File: src/rtl/pcc_defines.vh
// constants for the pwm cycle configuration register block
`ifndef PCC_DEFINES_VH
`define PCC_DEFINES_VH

`define PCC_CFG_ADDR 8'hD9
`define PCC_CFG_PAGE 8'h0F
`define PCC_CFG_RESET 8'h00
`define PCC_CFG_WMASK 8'hE3
`define PCC_RELOAD_SEL_BIT 7
`define PCC_OVF_IE_BIT 6
`define PCC_OVF_FLAG_BIT 5
`define PCC_CLSEL_MSB 1
`define PCC_CLSEL_LSB 0

`define PCC_MOD_PAGE 8'h00
`define PCC_MOD_LOW_BASE 8'hE9
`define PCC_VALUE_RESET 16'h0000

`define PCC_CLEN_8 2'h0
`define PCC_CLEN_9 2'h1
`define PCC_CLEN_10 2'h2
`define PCC_CLEN_11 2'h3

`define PCC_MODE_8 3'h0
`define PCC_MODE_16 3'h4
`define PCC_MODE_OFF 3'h7

`define PCC_CNT_BIT_8 7
`define PCC_CNT_BIT_9 8
`define PCC_CNT_BIT_10 9
`define PCC_CNT_BIT_11 10

`endif

File: src/rtl/HANDOVER_unused_guard.v
// no logic in this file

File: src/rtl/pcc_top.v
// pwm cycle configuration register with value steering and overflow flag
`timescale 1ns/100ps
`include "pcc_defines.vh"
module pcc_top #(
    parameter NUM_MODULES = 6
) (
    input wire ref_clk_i,
    input wire reset_n_i,
    input wire [7:0] sfr_addr_i,
    input wire [7:0] sfr_page_i,
    input wire sfr_wr_i,
    input wire sfr_rd_i,
    input wire [7:0] sfr_wdata_i,
    output reg [7:0] sfr_rdata_o,
    input wire [15:0] main_array_counter_i,
    input wire [NUM_MODULES-1:0] pwm_enable_i,
    input wire [NUM_MODULES-1:0] wide_pwm_select_i,
    output wire [16*NUM_MODULES-1:0] module_compare_value_o,
    output reg [3*NUM_MODULES-1:0] module_mode_o,
    output reg reload_select_o,
    output reg [1:0] cycle_length_select_o,
    output reg cycle_overflow_flag_o,
    output reg cycle_overflow_irq_o
);
    reg [7:0] cfg_q;
    reg [7:0] cfg_d;
    reg [7:0] rdata_d;
    reg [7:0] mod_rd_or;
    reg [15:0] cmp_q [0:NUM_MODULES-1];
    reg [15:0] arl_q [0:NUM_MODULES-1];
    wire cfg_hit;
    wire cycle_ovf;
    wire [7:0] mod_rd [0:NUM_MODULES-1];
    wire [3*NUM_MODULES-1:0] mode_d;
    integer k;

    assign cfg_hit = (sfr_addr_i == `PCC_CFG_ADDR) && (sfr_page_i == `PCC_CFG_PAGE);

    pcc_ovf_detect u_ovf (
        .ref_clk_i(ref_clk_i),
        .reset_n_i(reset_n_i),
        .counter_i(main_array_counter_i),
        .clsel_i(cfg_q[`PCC_CLSEL_MSB:`PCC_CLSEL_LSB]),
        .cycle_ovf_o(cycle_ovf)
    );

    // configuration register next value
    always @* begin
        cfg_d = cfg_q;
        if (sfr_wr_i && cfg_hit) begin
            // unused bits masked out so they stay zero
            cfg_d = sfr_wdata_i & `PCC_CFG_WMASK;
        end
        // hardware set beats a software clear in the same cycle
        if (cycle_ovf) begin
            cfg_d[`PCC_OVF_FLAG_BIT] = 1'b1;
        end
    end

    always @(posedge ref_clk_i) begin
        if (!reset_n_i) begin
            cfg_q <= `PCC_CFG_RESET;
        end else begin
            cfg_q <= cfg_d;
        end
    end

    // per module value storage, steering and mode decode
    genvar gi;
    generate
        for (gi = 0; gi < NUM_MODULES; gi = gi + 1) begin : g_mod
            wire [7:0] lo_addr;
            wire [7:0] hi_addr;
            wire page_ok;
            wire lo_hit;
            wire hi_hit;
            wire use_reload;
            wire [1:0] clsel;
            wire [15:0] sel_val;
            // sums kept wide, then cut to the 8-bit address on purpose
            localparam [31:0] LO_SUM = `PCC_MOD_LOW_BASE + (gi * 2);
            localparam [31:0] HI_SUM = LO_SUM + 1;

            assign lo_addr = LO_SUM[7:0];
            assign hi_addr = HI_SUM[7:0];
            assign page_ok = (sfr_page_i == `PCC_MOD_PAGE);
            assign lo_hit = page_ok && (sfr_addr_i == lo_addr);
            assign hi_hit = page_ok && (sfr_addr_i == hi_addr);
            assign clsel = cfg_q[`PCC_CLSEL_MSB:`PCC_CLSEL_LSB];
            // reload only matters for 9, 10 and 11 bit cycles
            assign use_reload = pwm_enable_i[gi] && !wide_pwm_select_i[gi] &&
                                (clsel != `PCC_CLEN_8);
            assign sel_val = cfg_q[`PCC_RELOAD_SEL_BIT] ? arl_q[gi] : cmp_q[gi];
            assign mod_rd[gi] = lo_hit ? sel_val[7:0] : (hi_hit ? sel_val[15:8] : 8'h00);

            // mode: 16-bit, shared length, or not pwm
            assign mode_d[3*gi +: 3] = !pwm_enable_i[gi] ? `PCC_MODE_OFF :
                                       wide_pwm_select_i[gi] ? `PCC_MODE_16 :
                                       (`PCC_MODE_8 | {1'b0, clsel});

            assign module_compare_value_o[16*gi +: 16] = cmp_q[gi];

            always @(posedge ref_clk_i) begin
                if (!reset_n_i) begin
                    cmp_q[gi] <= `PCC_VALUE_RESET;
                    arl_q[gi] <= `PCC_VALUE_RESET;
                end else begin
                    // reload first so a software write in the same cycle wins
                    if (cycle_ovf && use_reload) begin
                        cmp_q[gi] <= arl_q[gi];
                    end
                    if (sfr_wr_i && (lo_hit || hi_hit)) begin
                        if (cfg_q[`PCC_RELOAD_SEL_BIT]) begin
                            if (lo_hit) begin
                                arl_q[gi][7:0] <= sfr_wdata_i;
                            end else begin
                                arl_q[gi][15:8] <= sfr_wdata_i;
                            end
                        end else begin
                            if (lo_hit) begin
                                cmp_q[gi][7:0] <= sfr_wdata_i;
                            end else begin
                                cmp_q[gi][15:8] <= sfr_wdata_i;
                            end
                        end
                    end
                end
            end
        end
    endgenerate

    // read mux, unmapped addresses read zero
    always @* begin
        mod_rd_or = 8'h00;
        for (k = 0; k < NUM_MODULES; k = k + 1) begin
            mod_rd_or = mod_rd_or | mod_rd[k];
        end
        if (cfg_hit) begin
            rdata_d = cfg_q & `PCC_CFG_WMASK;
        end else begin
            rdata_d = mod_rd_or;
        end
    end

    // all outputs registered; status mirrors lag the register by one cycle
    always @(posedge ref_clk_i) begin
        if (!reset_n_i) begin
            sfr_rdata_o <= 8'h00;
            module_mode_o <= {NUM_MODULES{`PCC_MODE_OFF}};
            reload_select_o <= 1'b0;
            cycle_length_select_o <= `PCC_CLEN_8;
            cycle_overflow_flag_o <= 1'b0;
            cycle_overflow_irq_o <= 1'b0;
        end else begin
            if (sfr_rd_i) begin
                sfr_rdata_o <= rdata_d;
            end
            module_mode_o <= mode_d;
            reload_select_o <= cfg_q[`PCC_RELOAD_SEL_BIT];
            cycle_length_select_o <= cfg_q[`PCC_CLSEL_MSB:`PCC_CLSEL_LSB];
            cycle_overflow_flag_o <= cfg_q[`PCC_OVF_FLAG_BIT];
            cycle_overflow_irq_o <= cfg_q[`PCC_OVF_FLAG_BIT] & cfg_q[`PCC_OVF_IE_BIT];
        end
    end
endmodule

File: src/rtl/pcc_ovf_detect.v
// cycle overflow detector on the main counter
`timescale 1ns/100ps
`include "pcc_defines.vh"
module pcc_ovf_detect (
    input wire ref_clk_i,
    input wire reset_n_i,
    input wire [15:0] counter_i,
    input wire [1:0] clsel_i,
    output reg cycle_ovf_o
);
    reg [15:0] prev_q;
    reg top_prev;
    reg top_cur;

    // overflow into bit k shows as bit k-1 falling from 1 to 0
    always @* begin
        case (clsel_i)
            `PCC_CLEN_8: begin
                top_prev = prev_q[`PCC_CNT_BIT_8];
                top_cur = counter_i[`PCC_CNT_BIT_8];
            end
            `PCC_CLEN_9: begin
                top_prev = prev_q[`PCC_CNT_BIT_9];
                top_cur = counter_i[`PCC_CNT_BIT_9];
            end
            `PCC_CLEN_10: begin
                top_prev = prev_q[`PCC_CNT_BIT_10];
                top_cur = counter_i[`PCC_CNT_BIT_10];
            end
            default: begin
                top_prev = prev_q[`PCC_CNT_BIT_11];
                top_cur = counter_i[`PCC_CNT_BIT_11];
            end
        endcase
    end

    always @(posedge ref_clk_i) begin
        if (!reset_n_i) begin
            prev_q <= 16'h0000;
            cycle_ovf_o <= 1'b0;
        end else begin
            prev_q <= counter_i;
            cycle_ovf_o <= top_prev & ~top_cur;
        end
    end
endmodule

File: config.mk
export PLATFORM = sky130hd
export DESIGN_NAME = pcc_top
export DESIGN_NICKNAME = d
export VERILOG_FILES = /design/src/rtl/HANDOVER_unused_guard.v /design/src/rtl/pcc_top.v /design/src/rtl/pcc_ovf_detect.v
export VERILOG_INCLUDE_DIRS = /design/src /design/src/rtl
export SDC_FILE = /design/constraint.sdc
export NUM_CORES = 1
export LEC_CHECK = 0
export ABC_AREA = 1
export BUFFER_PORTS_ARGS = -buffer_cell sky130_fd_sc_hd__buf_2
export CORE_ASPECT_RATIO = 0.6
export CORE_MARGIN = 4
export CORE_UTILIZATION = 29
export CTS_CLUSTER_SIZE = 24
export DETAILED_ROUTE_END_ITERATION = 8
export MAX_ROUTING_LAYER = met4
export SLEW_MARGIN = 10
export SYNTH_ARGS = -nofsm -noshare
export SYNTH_HDL_FRONTEND = slang
export SYNTH_SLANG_ARGS = --single-unit
File: constraint.sdc
create_clock -name ref_clk_i -period 3 [get_ports ref_clk_i]
set_input_delay 0.6 -clock ref_clk_i [delete_from_list [all_inputs] [get_ports ref_clk_i]]
set_output_delay 0.6 -clock ref_clk_i [all_outputs]
set_load 0.005 [all_outputs]
==> impl_metrics.py <==
metrics = {
    "run_status": {
        "run_status": "completed",
    },
    "sta": {
        "period_needed_ns": 2.10,
        "final_max_slew_viol_count": 0,
        "setup-violations-final": 0,
        "maxSlewHeadroom": 0.640,
        "worst_pin_slew_ns": 0.538,
        "rsz0062_at_grt": "false",
        "setup_total_negative_slack_ns": 0,
        "period_share": 0.701,
        "final_hold_viol_count": 0,
        "achievable-frequency_mhz": 476,
        "clock-skew-final_ns": 0.0200,
    },
    "synthesis": {
        "netlist.area_leader.share": 0.504,
        "synth.largest_area_cell": "sky130_fd_sc_hd__edfxtp_1",
        "yosys_most_used_dff": "sky130_fd_sc_hd__edfxtp_1",
        "syn_nets": 1350,
        "synth.most_common_cell": "sky130_fd_sc_hd__nand2_1",
        "cell_types_with_the_highest_counts_after_synthesis": "328 x sky130_fd_sc_hd__nand2_1, 192 x sky130_fd_sc_hd__edfxtp_1, 162 x sky130_fd_sc_hd__nand3_1",
        "netlist_area_mm2": 0.0114,
        "ys.warnings.count": 0,
        "synthTopCellsByArea": "sky130_fd_sc_hd__edfxtp_1 50%, sky130_fd_sc_hd__nand2_1 11%, sky130_fd_sc_hd__dfxtp_1 7.2%",
        "synth-seq-area-share": 0.575,
        "synth_seq_cells": 233,
        "synth_async_sr_flop_share": 0,
        "synth.distinct_cells": 32,
        "synthesized_instance_count": 1294,
        "synth_edf_count": 192,
        "post_synth.cell_area_avg_um2": 8.85,
    },
    "worst_hold_path": {
        "hold_path_class": "in2reg",
    },
    "setup_path": {
        "critPathCaptureType": "register",
        "crit_path_start_kind": "input pin",
        "worst-endpoint-required_ns": 3.18,
        "timing.critical_path.buf_inv": 2,
        "worst_path_most_repeated_cell": "sky130_fd_sc_hd__nand2_1",
        "cpMaxStageDelayCell": "sky130_fd_sc_hd__and2_1",
        "rrSetupSlack_ns": 0.92,
        "timing.setup.critical_path_class": "in2reg",
        "path_delay_family": "simple AND/OR/NAND/NOR gates",
        "cp_data_arrival_time_ns": 2.28,
        "worst-path-max-fanout": 13,
        "crit_chain": "buf_2 -> nor2_2 -> nand2_2 -> nor2_4 -> buf_4 -> and2_1 -> nand2_1 -> nand2_1",
        "critPathMaxStageDelay_ns": 0.37,
    },
    "finish": {
        "final_cells": 2015,
        "synthToLayoutAreaGrowth_pct": 20.7,
        "finish.instance_area_mm2": 0.0138,
        "drive_gt1_frac": 0.213,
        "finalCoreUtilization": 0.354,
        "total_number_of_nets_in_the_final_design": 1530,
    },
    "route": {
        "antenna_left": 0,
        "drt_first_pass_iters": 5,
        "drt-initial-drc-count": 1118,
        "routed_wl_mm": 40.7,
        "vias": 10300,
        "avgViaCountPerCell": 5.11,
        "drc": 0,
        "wl_per_cell_um": 20.2,
    },
    "placed_design": {
        "post-dp-hpwl_mm": 30.3,
        "place.detailed.instances": 1970,
        "placement.io_buffers": 170,
        "placement.cell_area_mm2": 0.0130,
        "placer_congestion": 0.953,
    },
    "global_route": {
        "initial_antenna_violation_count": 1,
        "vias_in_the_first_global_route": 9448,
        "global_route_overflow": 0,
        "grtUsageTotal": 0.187,
        "grt_pass1_wl_mm": 59.4,
        "largest_net_degree_at_the_start_of_global_routing": 62,
    },
    "floorplanning": {
        "die_width_um": 264,
        "die-area_mm2": 0.0428,
        "num_io_pins": 183,
        "coreArea_mm2": 0.0390,
        "placement_rows": 56,
        "initial_utilization": 0.293,
        "die-height_um": 162,
    },
    "clock_tree": {
        "cts.sinks": 233,
        "insertion_delay_to_the_later_sink_of_the_worst_skew_pair_ns": 0.54,
        "tritoncts.num_buffers": 24,
        "post_cts_resized": 0,
        "clockRootBuffer": "sky130_fd_sc_hd__clkbuf_16",
        "htree_levels": 1,
        "cts_hold_buf": 0,
        "tritoncts_clock_tree": "built",
        "clock_tree.buffer_depth": 3,
        "cts.clk_slew.worst_paths_ns": 0.06,
        "cts_post_setup_buffers_inserted": 0,
    },
    "power_and_ir_drop": {
        "powerDensity_mw_per_mm2": 513,
        "power_leakage_nw": 5.91,
        "vdd.ir_drop.worst_v": 0.000356,
        "totalPowerFinal_mw": 7.08,
    },
    "job": {
        "timing.max_cap.violations": 0,
    },
}
## cell usage in the layout (no fill, tap or decap), types with 13 or more instances in the layout
cell type and instances:
sky130_fd_sc_hd__nand3_1 162, sky130_fd_sc_hd__inv_1 60, sky130_fd_sc_hd__buf_4 59, sky130_fd_sc_hd__o21ai_1 80, sky130_fd_sc_hd__a21oi_1 16, sky130_fd_sc_hd__nor2_2 14
sky130_fd_sc_hd__dfxtp_1 40, sky130_fd_sc_hd__buf_2 170, sky130_fd_sc_hd__inv_2 13, sky130_fd_sc_hd__edfxtp_1 192, sky130_fd_sc_hd__nor2_1 158, sky130_fd_sc_hd__clkbuf_16 25
sky130_fd_sc_hd__o21ai_0 60, sky130_fd_sc_hd__nand4_1 42, sky130_fd_sc_hd__nand2_1 328
## power by group
| group | internal [mW] | leakage [nW] | total (mW) | switching, mW |
|---|---|---|---|---|
| Sequential | 3.59 | 2.33 | 3.66 | 0.0672 |
| Clock | 1.73 | 0.380 | 3.05 | 1.32 |
| Combinational | 0.109 | 3.20 | 0.372 | 0.263 |
## final cells by class
class	instances	area (um^2)
Fill cell	3941	25200
Clock buffer	32	662
Timing Repair Buffer	230	1310
Sequential cell	233	6590
Tap cell	522	653
Inverter	73	274
Clock inverter	12	118
Multi-Input combinational cell	912	4200
Antenna cell	1	2.50
## kinds of logic after synthesis
kind of cell,synth area share
multiplexers,0.00700
AND/OR/NAND/NOR,0.283
buffers and inverters,0.0575
flip-flops,0.575
AO/OA/AOI/OAI,0.0771
## stage by stage
stage                     hold slack (ns)  setup slack (ns)
after floorplan                     0.407             0.595
after global placement              0.419             0.453
after detailed placement            0.418             0.385
after CTS                           0.247             0.944
final                               0.271             0.897
after global routing                0.268             0.797
## state kept, by name (all words and copies together), names as in the netlist
| register | cells |
|---|---|
| arl_q | 96 |
| cfg_q | 5 |
| cmp_q | 96 |
| cycle_length_select_o | 2 |
| cycle_overflow_flag_o | 1 |
| cycle_overflow_irq_o | 1 |
| module_mode_o | 18 |
| reload_select_o | 1 |
| sfr_rdata_o | 8 |
| u_ovf.cycle_ovf_o | 1 |
| u_ovf.prev_q | 4 |
## worst paths after layout
kind,end,start,cells past startpoint
setup / recovery,arl_q[5][15],sfr_page_i[4],8
setup reg to reg,sfr_rdata_o[2],cfg_q[7],7
hold / removal,u_ovf.prev_q[9],main_array_counter_i[9],3
hold reg to reg,cycle_overflow_flag_o,cfg_q[5],2
## metal layers
layer | vias to the layer above | track usage | wire length (um)
li1 | 4800 | - | -
met1 | 4908 | 0.263 | 17800
met2 | 532 | 0.268 | 17400
met3 | 54 | 0.0539 | 4520
met4 | 0 | 0.0417 | 977
met5 | - | - | 0
## worst reg2reg max path, delay by kind of cell (launching register included)
family | cells | cell delay, ns
DFF | 1 | 0.40
AOI/OAI and AO/OA | 3 | 0.35
and+or+nand+nor | 2 | 0.56
muxes | 1 | 0.27
buffers and inverters | 1 | 0.37
Power figures use the tool's default switching activity.
